### config.mk
export PLATFORM = sky130hd
export DESIGN_NAME = adcc_ctrl
export DESIGN_NICKNAME = d
export VERILOG_FILES = /design/src/rtl/adcc_pkg.sv /design/src/rtl/adcc_trig_sync.sv /design/src/rtl/adcc_ctrl.sv
export SDC_FILE = /design/constraint.sdc
export NUM_CORES = 1
export LEC_CHECK = 0
export ABC_AREA = 1
export BUFFER_PORTS_ARGS = -buffer_cell sky130_fd_sc_hd__buf_4
export CORE_AREA = 3 3 85 87
export DETAILED_ROUTE_END_ITERATION = 16
export DIE_AREA = 0 0 88 90
export PLACE_DENSITY = 0.78
export SLEW_MARGIN = 40
export SYNTH_ARGS = -nofsm -noshare
export SYNTH_HDL_FRONTEND = slang
export SYNTH_SLANG_ARGS = --single-unit
### constraint.sdc
create_clock -name mclk -period 1.9 [get_ports mclk]
set_input_delay 0.285 -clock mclk [delete_from_list [all_inputs] [get_ports mclk]]
set_output_delay 0.285 -clock mclk [all_outputs]
set_load 0.005 [all_outputs]
### src/rtl/adcc_pkg.sv
// Shared constants and types of the converter control and status block.
package adcc_pkg;
	// Word addresses of the register slots on the Avalon-MM slave.
	localparam logic [2:0] ADDR_SC1 = 3'h0;
	localparam logic [2:0] ADDR_SC2 = 3'h1;
	localparam logic [2:0] ADDR_RES_LO = 3'h2;
	localparam logic [2:0] ADDR_RES_HI = 3'h3;
	localparam logic [2:0] ADDR_CMP_LO = 3'h4;
	localparam logic [2:0] ADDR_CMP_HI = 3'h5;
	localparam logic [2:0] ADDR_IRQ_STS = 3'h6;
	localparam logic [2:0] ADDR_IRQ_MSK = 3'h7;

	// Field positions.
	localparam int SC1_DONE_BIT = 7;
	localparam int SC1_IEN_BIT = 6;
	localparam int SC1_CONT_BIT = 5;
	localparam int SC2_ACT_BIT = 7;
	localparam int SC2_TRG_BIT = 6;
	localparam int SC2_CMPEN_BIT = 5;
	localparam int SC2_CMPGE_BIT = 4;
	localparam int IRQ_DONE_BIT = 0;
	localparam int IRQ_ABORT_BIT = 1;

	// Channel codes with a special meaning.
	localparam logic [4:0] CH_RESERVED = 5'h1c;
	localparam logic [4:0] CH_REF_HIGH = 5'h1d;
	localparam logic [4:0] CH_REF_LOW = 5'h1e;
	localparam logic [4:0] CH_DISABLED = 5'h1f;

	// Values after reset.
	localparam logic [4:0] CH_RST = 5'h1f;
	localparam logic [11:0] CMP_RST = 12'h000;
	localparam logic [1:0] IRQ_MSK_RST = 2'h1;
	localparam logic [11:0] RES_RST = 12'h000;

	// Conversion time of the converter core, rounded up to whole bus cycles.
	localparam int CLK_PERIOD_NS = 40;
	localparam int CONV_TIME_NS = 1000;
	localparam int CONV_CYCLES_INT = (CONV_TIME_NS + CLK_PERIOD_NS - 1) / CLK_PERIOD_NS;
	localparam logic [5:0] CONV_LAST = 6'(CONV_CYCLES_INT - 1);

	typedef enum logic {ST_IDLE, ST_CONV} adcc_state_t;

	typedef struct packed {
		logic ien;
		logic cont;
		logic [4:0] ch;
	} adcc_sc1_t;

	typedef struct packed {
		logic trg;
		logic cmp_en;
		logic cmp_ge;
	} adcc_sc2_t;
endpackage

### src/rtl/adcc_trig_sync.sv
// Hardware trigger synchroniser and rising edge detector.
`timescale 1ns/100ps
module adcc_trig_sync
	import adcc_pkg::*;
(
	input wire logic mclk,
	input wire logic rst_b,
	input wire logic trig_in,
	output logic trig_pulse
);
	logic meta_ff;
	logic sync_ff;
	logic last_ff;
	logic pulse_ff;

	// The first stage feeds only the second stage.
	always_ff @(posedge mclk)
	begin
		if (!rst_b)
		begin
			meta_ff <= 1'b0;
			sync_ff <= 1'b0;
		end
		else
		begin
			meta_ff <= trig_in;
			sync_ff <= meta_ff;
		end
	end

	always_ff @(posedge mclk)
	begin
		if (!rst_b)
		begin
			last_ff <= 1'b0;
			pulse_ff <= 1'b0;
		end
		else
		begin
			last_ff <= sync_ff;
			pulse_ff <= sync_ff && !last_ff;
		end
	end

	assign trig_pulse = pulse_ff;
endmodule

### src/rtl/adcc_ctrl.sv
// Control and status logic of a successive approximation converter with an Avalon-MM slave.
//
// Chosen here: the Avalon-MM slave port and the placing of the registers.
`timescale 1ns/100ps
// Overview of operation
// - Writing first register aborts, restarts in software trigger mode unless disabled
// - Compare off: every finish sets done flag
// - Compare on: done flag only on true
// - Done flag clears on first-register write, low-result read
// - Done flag with enable raises the interrupt
// - Continuous off: one conversion per start event
// - Continuous on: converts repeatedly once started
// - Channel field decodes inputs, references, disable
// - All-ones channel powers down, stops, no extra
// - Single mode drops to low power after conversion
// - Active flag set at start, cleared end/abort
// - Trigger select picks software or hardware start
// - Second register bit 5 enables compare
// - Direction bit: less-than or greater-equal
// - Failed compare leaves result registers unchanged
module adcc_ctrl
	import adcc_pkg::*;
(
	input wire logic mclk,
	input wire logic rst_b,
	input wire logic [2:0] avs_address,
	input wire logic avs_read,
	input wire logic avs_write,
	input wire logic [31:0] avs_writedata,
	input wire logic [3:0] avs_byteenable,
	output logic [31:0] avs_readdata,
	output logic avs_waitrequest,
	input wire logic hardware_trigger_input,
	input wire logic [11:0] conv_data,
	output logic [4:0] channel_select,
	output logic conv_power,
	output logic input_isolate,
	output logic ref_select,
	output logic irq
);
	adcc_sc1_t sc1_ff;
	adcc_sc2_t sc2_ff;
	adcc_state_t state_ff;
	adcc_state_t nxt_state;
	logic conversion_done_flag_ff;
	logic [5:0] cnt_ff;
	logic [11:0] result_ff;
	logic [11:0] cmp_ff;
	logic [1:0] irq_sts_ff;
	logic [1:0] irq_msk_ff;
	logic irq_ff;
	logic wait_ff;
	logic [31:0] rdata_ff;
	logic [31:0] nxt_rdata;
	logic [4:0] chan_ff;
	logic power_ff;
	logic isolate_ff;
	logic ref_ff;
	logic trig_pulse;
	logic acc_wr;
	logic acc_rd;
	logic sc1_wr;
	logic res_lo_rd;
	logic [4:0] wr_ch;
	logic start_sw;
	logic start_hw;
	logic done;
	logic restart;
	logic cmp_true;
	logic hit;
	logic set_done;
	logic [1:0] irq_set;

	adcc_trig_sync u_trig (
		.mclk(mclk),
		.rst_b(rst_b),
		.trig_in(hardware_trigger_input),
		.trig_pulse(trig_pulse)
	);

	////////////////////////////////////////////////////////////////////////////
	// Avalon-MM slave: every access sees exactly one wait cycle.

	assign acc_wr = avs_write && !wait_ff;
	assign acc_rd = avs_read && !wait_ff;
	assign sc1_wr = acc_wr && (avs_address == ADDR_SC1) && avs_byteenable[0];
	assign res_lo_rd = acc_rd && (avs_address == ADDR_RES_LO);
	assign wr_ch = avs_writedata[4:0];

	always_ff @(posedge mclk)
	begin
		if (!rst_b)
			wait_ff <= 1'b1;
		else if ((avs_read || avs_write) && wait_ff)
			wait_ff <= 1'b0;
		else
			wait_ff <= 1'b1;
	end

	// Reserved and unmapped bits read as zero.
	always_comb
	begin
		nxt_rdata = 32'h0;
		unique case (avs_address)
			ADDR_SC1: nxt_rdata[7:0] = {conversion_done_flag_ff, sc1_ff.ien, sc1_ff.cont, sc1_ff.ch};
			ADDR_SC2: nxt_rdata[7:0] = {state_ff == ST_CONV, sc2_ff.trg, sc2_ff.cmp_en,
				sc2_ff.cmp_ge, 4'h0};
			ADDR_RES_LO: nxt_rdata[7:0] = result_ff[7:0];
			ADDR_RES_HI: nxt_rdata[3:0] = result_ff[11:8];
			ADDR_CMP_LO: nxt_rdata[7:0] = cmp_ff[7:0];
			ADDR_CMP_HI: nxt_rdata[3:0] = cmp_ff[11:8];
			ADDR_IRQ_STS: nxt_rdata[1:0] = irq_sts_ff;
			ADDR_IRQ_MSK: nxt_rdata[1:0] = irq_msk_ff;
		endcase
	end

	always_ff @(posedge mclk)
	begin
		if (!rst_b)
			rdata_ff <= 32'h0;
		else if (avs_read && wait_ff)
			rdata_ff <= nxt_rdata;
	end

	////////////////////////////////////////////////////////////////////////////
	// Control registers.

	always_ff @(posedge mclk)
	begin
		if (!rst_b)
			sc1_ff <= '{ien: 1'b0, cont: 1'b0, ch: CH_RST};
		else if (sc1_wr)
			sc1_ff <= '{ien: avs_writedata[SC1_IEN_BIT], cont: avs_writedata[SC1_CONT_BIT],
				ch: wr_ch};
	end

	// The four low bits are reserved and are not stored.
	always_ff @(posedge mclk)
	begin
		if (!rst_b)
			sc2_ff <= '{trg: 1'b0, cmp_en: 1'b0, cmp_ge: 1'b0};
		else if (acc_wr && (avs_address == ADDR_SC2) && avs_byteenable[0])
			sc2_ff <= '{trg: avs_writedata[SC2_TRG_BIT], cmp_en: avs_writedata[SC2_CMPEN_BIT],
				cmp_ge: avs_writedata[SC2_CMPGE_BIT]};
	end

	always_ff @(posedge mclk)
	begin
		if (!rst_b)
			cmp_ff <= CMP_RST;
		else if (acc_wr && avs_byteenable[0] && (avs_address == ADDR_CMP_LO))
			cmp_ff[7:0] <= avs_writedata[7:0];
		else if (acc_wr && avs_byteenable[0] && (avs_address == ADDR_CMP_HI))
			cmp_ff[11:8] <= avs_writedata[3:0];
	end

	////////////////////////////////////////////////////////////////////////////
	// Conversion sequencer.

	// In hardware trigger mode a write only aborts; the next trigger edge starts.
	assign start_sw = sc1_wr && (wr_ch != CH_DISABLED) && !sc2_ff.trg;
	assign start_hw = trig_pulse && sc2_ff.trg && (sc1_ff.ch != CH_DISABLED)
		&& (state_ff == ST_IDLE) && !sc1_wr;
	assign done = (state_ff == ST_CONV) && (cnt_ff == CONV_LAST) && !sc1_wr;
	assign restart = done && sc1_ff.cont && (sc1_ff.ch != CH_DISABLED);

	always_comb
	begin
		nxt_state = state_ff;
		if (sc1_wr)
			nxt_state = start_sw ? ST_CONV : ST_IDLE;
		else if (start_hw)
			nxt_state = ST_CONV;
		else if (done)
			nxt_state = restart ? ST_CONV : ST_IDLE;
	end

	always_ff @(posedge mclk)
	begin
		if (!rst_b)
			state_ff <= ST_IDLE;
		else
			state_ff <= nxt_state;
	end

	always_ff @(posedge mclk)
	begin
		if (!rst_b)
			cnt_ff <= 6'h0;
		else if (start_sw || start_hw || restart)
			cnt_ff <= 6'h0;
		else if (state_ff == ST_CONV)
			cnt_ff <= cnt_ff + 6'h1;
	end

	////////////////////////////////////////////////////////////////////////////
	// Compare, result and done flag.

	assign cmp_true = sc2_ff.cmp_ge ? (conv_data >= cmp_ff) : (conv_data < cmp_ff);
	assign hit = !sc2_ff.cmp_en || cmp_true;
	assign set_done = done && hit;

	always_ff @(posedge mclk)
	begin
		if (!rst_b)
			result_ff <= RES_RST;
		else if (set_done)
			result_ff <= conv_data;
	end

	// A completion in the clearing cycle wins over the clear.
	always_ff @(posedge mclk)
	begin
		if (!rst_b)
			conversion_done_flag_ff <= 1'b0;
		else if (set_done)
			conversion_done_flag_ff <= 1'b1;
		else if (sc1_wr || res_lo_rd)
			conversion_done_flag_ff <= 1'b0;
	end

	////////////////////////////////////////////////////////////////////////////
	// Interrupt status, mask and output.

	assign irq_set[IRQ_DONE_BIT] = set_done && sc1_ff.ien;
	assign irq_set[IRQ_ABORT_BIT] = sc1_wr && (state_ff == ST_CONV);

	always_ff @(posedge mclk)
	begin
		if (!rst_b)
			irq_sts_ff <= 2'h0;
		else if (acc_wr && avs_byteenable[0] && (avs_address == ADDR_IRQ_STS))
			irq_sts_ff <= irq_set | (irq_sts_ff & ~avs_writedata[1:0]);
		else
			irq_sts_ff <= irq_sts_ff | irq_set;
	end

	always_ff @(posedge mclk)
	begin
		if (!rst_b)
			irq_msk_ff <= IRQ_MSK_RST;
		else if (acc_wr && avs_byteenable[0] && (avs_address == ADDR_IRQ_MSK))
			irq_msk_ff <= avs_writedata[1:0];
	end

	always_ff @(posedge mclk)
	begin
		if (!rst_b)
			irq_ff <= 1'b0;
		else
			irq_ff <= |(irq_sts_ff & irq_msk_ff);
	end

	////////////////////////////////////////////////////////////////////////////
	// Converter front-end controls.

	// Power follows the sequencer, so single conversions fall back to low power.
	always_ff @(posedge mclk)
	begin
		if (!rst_b)
		begin
			chan_ff <= CH_RST;
			power_ff <= 1'b0;
			isolate_ff <= 1'b1;
			ref_ff <= 1'b0;
		end
		else
		begin
			chan_ff <= sc1_ff.ch;
			power_ff <= (nxt_state == ST_CONV);
			isolate_ff <= (sc1_ff.ch == CH_DISABLED) || (sc1_ff.ch == CH_RESERVED);
			ref_ff <= (sc1_ff.ch == CH_REF_HIGH) || (sc1_ff.ch == CH_REF_LOW);
		end
	end

	assign avs_readdata = rdata_ff;
	assign avs_waitrequest = wait_ff;
	assign channel_select = chan_ff;
	assign conv_power = power_ff;
	assign input_isolate = isolate_ff;
	assign ref_select = ref_ff;
	assign irq = irq_ff;
endmodule

==> results of run 1 <==
## cell type report
type | instances | area share (%)
multi-input combinational | 309 | 41.9
sequential | 67 | 32.3
clock buffer | 11 | 3.62
tap | 77 | 2.31
timing repair buffer | 61 | 12.5
clock inverter | 4 | 1.77
inverter | 63 | 5.66
## synth_stat cells
library cell	count	area (µm²)
a21o_1	1	7.51
a21oi_1	45	225
a21oi_2	2	17.5
a221oi_1	2	17.5
a22oi_1	2	15.0
a31oi_1	2	12.5
a31oi_2	1	12.5
buf_1	1	3.75
buf_2	2	10.0
buf_4	26	195
buf_6	2	22.5
clkbuf_1	6	22.5
clkinv_1	2	7.51
conb_1	1	3.75
dfxtp_1	67	1340
ha_1	14	175
inv_1	59	221
inv_2	2	7.51
nand2_1	82	308
nand2_2	2	12.5
nand2_4	1	11.3
nand3_1	24	120
nand3_2	1	10.0
nand3_4	1	17.5
nand4_1	6	37.5
nor2_1	39	146
nor2_2	1	6.26
nor2_4	1	11.3
nor2_8	1	20.0
nor3_1	5	25.0
nor3_2	1	10.0
nor3_4	1	16.3
nor4_1	2	12.5
o2111ai_1	2	17.5
o211ai_1	4	30.0
o21ai_0	31	155
o21ai_1	1	5.00
o22ai_1	4	25.0
o311ai_0	1	8.76
or2_2	2	12.5
xnor2_1	1	8.76
xor2_1	2	17.5
## timing repair
| action | 4_1_cts | 5_1_grt |
|---|---|---|
| hold endpoints to repair | 0 | 0 |
| setup endpoints to repair | 0 | 14 |
| resized for setup | 0 | 31 |
| buffers inserted | 0 | 0 |
## per-layer routing
metal	share of wire, %	wire, µm
met1	45	3870
met3	5.9	512
met4	3.9	338
met2	46	3970
met5	0	0
## power groups by stage
| stage | Sequential (W) | Clock (W) | Combinational (W) |
|---|---|---|---|
| after floorplan | 0.00146 | 0 | 0.000169 |
| after global placement | 0.00146 | 0 | 0.000240 |
| after detailed placement | 0.00146 | 0 | 0.000244 |
| after CTS | 0.00143 | 0.00137 | 0.000246 |
| after global routing | 0.00143 | 0.00143 | 0.000305 |
| final | 0.00143 | 0.00135 | 0.000272 |
## through the flow
| step | area (µm²) | TNS (ns) |
|---|---|---|
| finish | 4180 | 0 |
| global route | 4180 | -0.0727 |
| CTS | 3980 | 0 |
| detailed placement | 3750 | 0 |
| global placement | 3750 | 0 |
| floorplan | 3450 | 0 |
## registers in the layout (all words and copies together), names as in the netlist, 2 cells and up
register / flops
avs_readdata: 8
channel_select: 5
cmp_ff: 12
cnt_ff: 6
irq_msk_ff: 2
irq_sts_ff: 2
result_ff: 12
sc1_ff: 7
sc2_ff: 3
## kinds of logic (layout without fill, tap and decap cells)
group	after synthesis	in the layout
buffers and inverters	100	139
and+or+nand+nor	170	170
AOI/OAI and AO/OA	98	98
adders and majority gates	14	14
other	1	24
xor gates and xnor gates	3	3
DFF	67	67
## critical path: stages (launching register included)
cell and delay (ns):
dfxtp_2 0.34, inv_2 0.05, ha_4 0.27, nand4_1 0.13
nor2_2 0.15, nand2_1 0.08, nand4_1 0.08, nand2_1 0.07
inv_2 0.07, nand2_4 0.09, clkbuf_16 0.17, a21oi_1 0.14
nor2_1 0.06
## worst max-delay path by stage
stage / endpoint / slack (ns) / depth (start not counted)
2_1_floorplan: result_ff[9] / 0.23 / 14
4_1_cts: result_ff[3] / 0.1 / 14
5_1_grt: result_ff[11] / -0.02 / 12
6_report: result_ff[11] / 0.09 / 12
3_3_place_gp: result_ff[3] / 0.12 / 12
3_5_place_dp: result_ff[0] / 0.08 / 14
==> flow_metrics.tcl, run 1 <==
set metrics [dict create \
    worstSetupPathType "reg -> reg" \
    ir_drop_uv 560 \
    required_ns 2.14 \
    grt_pass1_vias 2897 \
    final_common_cell "nand2_1" \
    place_inst 574 \
    swShare_pct 23.5 \
    p_int_w 0.00233 \
    holdWs_ns 0.120 \
    grt_pass1_wl_um 13500 \
    combPwrFrac_pct 8.9 \
    worst_slack_ns 0.0949 \
    p_leak_nw 1.86 \
    die_w_um 88 \
    drt-initial-drc-count 271 \
    vias_per_cell 5.31 \
    p_clk_share_pct 44.2 \
    synth-xor-area-share_pct 0.781 \
    dp_hpwl_um 6200 \
    hold_buffers 0 \
    drc_errors 0 \
    hold_depth 3 \
    power_density_mw_per_mm2 730 \
    antennaDiodeCount 0 \
    dieArea_mm2 0.00792 \
    port_buffers 46 \
    ff2ff_setup_slack_ns 0.09 \
    cts_sinks 67 \
    period_minus_slack_ns 1.81 \
    drtAntennaViolNets 0 \
    via_count 3145 \
    core_mm2 0.00642 \
    hold_viol 0 \
    clk_path_buf_depth 2 \
    grt_busiest_layer "met2" \
    start_util_pct 52.4 \
    fmax_mhz 554 \
    root_buffer "clkbuf_8" \
    grt_use_met3_pct 4.94 \
    met2_usage_pct 32.9 \
    nets 581 \
    seqCellArea_mm2 0.00135 \
    yosysWarnings 0 \
    cp-start-kind "register" \
    crit_fanout 6 \
    syn-cell-area_mm2 0.00336 \
    synthAdderAreaFrac_pct 5.21 \
    drv_cap 0 \
    skew_ns 0.0115 \
    ys_ff_latch 67 \
    post-route-period-util_pct 95.0 \
    hold-path-endpoint "u_trig.meta_ff" \
    clk_pin_slew_ns 0.07 \
    p_switching_w 0.000715 \
    drive_gt1_share_pct 23.9 \
    instances_no_fill 592 \
    r2r-end "result_ff[11]" \
    firstDrtPassIters 5 \
    dp_worst_setup_slack_ns 0.0820 \
    cp-startpoint "cmp_ff[7]" \
    reg2reg_depth 12 \
    yosys-mux-area-fraction_pct 0 \
    ios 98 \
    synthSimpleGateAreaFrac_pct 23.1 \
    setup_viol 0 \
    grt_max_degree 45 \
    drv_slew 0 \
    end_kind "register" \
    gp_congestion 0.945 \
    final_util_pct 65.0 \
    wl_um 8690 \
    multi_input_area_mm2 0.00175 \
    layout_common_cells "nand2_1 (78), dfxtp_1 (62), buf_4 (56)" \
    antenna_found_initial 0 \
    hold_path_class "in -> reg" \
    rsz0062_at_grt "true" \
    min-delay-start "hardware_trigger_input" \
    maxSlewHeadroom_pct 65.5 \
    worstSkewPairLatency_ns 0.35 \
    pwr-share-seq_pct 46.9 \
    power_w 0.00305 \
    status "finished, final reports clean" \
    htreeDepth 3 \
    postSynthAreaPerCell_um2 7.42 \
    synth_top_family_by_area "simple AND/OR/NAND/NOR gates" \
    r2r-start "cmp_ff[7]" \
    ys_seq_area_share_pct 39.9 \
    cts_buffers 9 \
    std_cell_rows 29 \
    syn-instance-count 453 \
    overflow 0 \
    arrival_ns 2.04 \
    ys_types 42 \
    areaGrowthSynthToFinish_pct 24.2 \
    grtUsageMet1_pct 28.8 \
    worst_pin_slew_ns 0.516 \
    grt_util_all_layers_pct 21.8 \
    synth_compound_area_share_pct 16.3 \
    die_h_um 90 \
    post_drt_wl_per_cell_um 14.7 \
    tritoncts "built" \
    fill_cells 568 \
]
Power figures use the tool's default switching activity.
==> run 2, diff against run 1 <==
--- a/config.mk
+++ b/config.mk
@@ -6,11 +6,12 @@
 export NUM_CORES = 1
 export LEC_CHECK = 0
 export ABC_AREA = 1
-export BUFFER_PORTS_ARGS = -buffer_cell sky130_fd_sc_hd__buf_4
-export CORE_AREA = 3 3 85 87
+export CORE_AREA = 3 3 79 81
 export DETAILED_ROUTE_END_ITERATION = 16
-export DIE_AREA = 0 0 88 90
-export PLACE_DENSITY = 0.78
+export DIE_AREA = 0 0 82 84
+export DONT_BUFFER_PORTS = 1
+export MAX_ROUTING_LAYER = met4
+export PLACE_DENSITY = 0.75
 export SLEW_MARGIN = 40
 export SYNTH_ARGS = -nofsm -noshare
 export SYNTH_HDL_FRONTEND = slang
==> run 2 against run 1 <==
Against the previous run:
- clock skew fell by 0.0022 ns
- critical endpoint is now result_ff[5]
- fmax fell by 0.42%
- count of clock-buffer cells in the layout fell by 1
- critical path type unchanged
==> flow_metrics.tcl, run 2 (synthesized netlist as in run 1, its figures left out) <==
set metrics [dict create \
    firstDrtPassIters 4 \
    end_kind "register" \
    drt-met1-wl_um 3260 \
    ios 98 \
    cp-startpoint "cmp_ff[4]" \
    gp_congestion 0.879 \
    post_drt_wl_per_cell_um 14.6 \
    skew_ns 0.00930 \
    arrival_ns 2.06 \
    worstSkewPairLatency_ns 0.35 \
    fmax_mhz 552 \
    combPwrFrac_pct 5.6 \
    grt_util_all_layers_pct 24.8 \
    routed.top_layer "met4" \
    htreeDepth 3 \
    reg2reg_depth 12 \
    post-route-period-util_pct 95.4 \
    pwr-share-seq_pct 49.4 \
    std_cell_rows 27 \
    grt_max_degree 44 \
    drtAntennaViolNets 0 \
    layout_common_cells "nand2_1 (81), dfxtp_1 (65), inv_1 (58)" \
    cp-endpoint "result_ff[5]" \
    worstSetupPathType "reg -> reg" \
    cts_buffers 9 \
    root_buffer "clkbuf_8" \
    ff2ff_setup_slack_ns 0.09 \
    grt_pass1_wl_um 12700 \
    drv_cap 0 \
    slowest_delay_ns 0.35 \
    power_density_mw_per_mm2 791 \
    cts_sinks 67 \
    die_h_um 84 \
    finalSetupTns_ns 0 \
    r2r-start "cmp_ff[4]" \
    setup_viol 0 \
    slowest_stage "dfxtp_2" \
    crit_fanout 8 \
    met3_length_um 705 \
    dieArea_mm2 0.00689 \
    clk_path_buf_depth 2 \
    start_util_pct 60.7 \
    p_leak_nw 1.57 \
    worst_pin_slew_ns 0.560 \
    grt_pass1_vias 2695 \
    status "finished, final reports clean" \
    overflow 0 \
    die_w_um 82 \
    areaGrowthSynthToFinish_pct 8.78 \
    core_mm2 0.00554 \
    maxSlewHeadroom_pct 62.6 \
    hold_path_class "in -> reg" \
    final_util_pct 66.0 \
    crit_chain "inv_1 > ha_1 > nand4_1 > nor2_2 > nand2_1 > nand4_1 > nand2_1 > nand2_4 > buf_6 > nand3_1 > nand2_1 > nor2_1" \
    cp-start-kind "register" \
    drive_gt1_share_pct 11.3 \
    drt-initial-drc-count 225 \
    antennaDiodeCount 0 \
    swShare_pct 23.5 \
    vias_per_cell 5.29 \
    p_clk_share_pct 45.0 \
    period_minus_slack_ns 1.81 \
    crit_top_cell "nand2_1" \
    nets 533 \
    hold_viol 0 \
    final_common_cell "nand2_1" \
    via_count 2858 \
    p_switching_w 0.000679 \
    dp_hpwl_um 5870 \
    r2r-end "result_ff[5]" \
    required_ns 2.15 \
    p_int_w 0.00221 \
    clk_pin_slew_ns 0.08 \
    wl_met2_um 3740 \
    drv_slew 0 \
    wl_um 7890 \
    antenna_found_initial 0 \
    ir_drop_uv 534 \
    port_buffers 0 \
    drc_errors 0 \
    tritoncts "built" \
]
[run 2: cell types whose count changed in the layout (fill, tap and decap cells not counted), moves of 3 or more]
cell and delta:
buf_4 -47, inv_1 +8, inv_2 -8, ha_1 +7
ha_4 -7, dfxtp_1 +3, dfxtp_2 -3, nand2_1 +3
nand2_2 -3
[run 2: area by class of cell]
type	count	area [µm²]
clock buffers	10	128
clock inverters	6	88.8
fillers	507	1880
inverters	63	236
multi-input cells	309	1650
flip-flops and latches	67	1340
well taps	72	90.1
repair buffers	13	120
[run 2: critical path: cells and delay by family (launching register included)]
family | cells | cell delay, ns
simple gates | 9 | 0.89
flops | 1 | 0.35
fa+ha+maj | 1 | 0.28
buf+inv | 2 | 0.20
[run 2: power groups by stage]
stage | Clock [W] | Sequential [W] | Combinational (W)
after floorplan | 0 | 0.00146 | 0.000169
after global placement | 0 | 0.00146 | 0.000147
after detailed placement | 0 | 0.00146 | 0.000153
after CTS | 0.00132 | 0.00143 | 0.000157
after global routing | 0.00140 | 0.00143 | 0.000188
final | 0.00130 | 0.00143 | 0.000162
[run 2: timing repair]
item,4_1_cts,5_1_grt
hold buffers,1,0
endpoints found under the setup margin,0,14
gates resized for setup,0,12
hold endpoints to repair,3,0
setup buffers,0,0
[run 2: worst min path at each step]
| stage | from | end | slack, ns | cells past startpoint |
|---|---|---|---|---|
| final | rst_b | irq_msk_ff[0] | 0.03 | 1 |
| after CTS | rst_b | sc1_ff[2] | 0.02 | 1 |
| after detailed placement | rst_b | channel_select[1] | 0.36 | 1 |
| after global routing | rst_b | irq_msk_ff[0] | 0.01 | 1 |
| after global placement | rst_b | channel_select[4] | 0.36 | 1 |
| after floorplan | u_trig.last_ff | u_trig.trig_pulse | 0.37 | 1 |
[run 2: layer usage]
layer	track usage [%]	vias up
met5	-	-
met4	10.3	0
met3	7.34	15
met2	36.7	97
met1	31.2	1291
li1	-	1455
[run 2: through the flow]
step	instance area, µm²	setup slack (ns)	instances	total power [W]	hold WS [ns]
2_1_floorplan	3450	0.233	476	0.00163	0.368
3_3_place_gp	3390	0.155	523	0.00161	0.359
3_5_place_dp	3390	0.0998	523	0.00162	0.361
4_1_cts	3610	0.0870	540	0.00291	0.0151
5_1_grt	3660	-0.0227	540	0.00302	0.0146
6_report	3660	0.0873	540	0.00289	0.0272
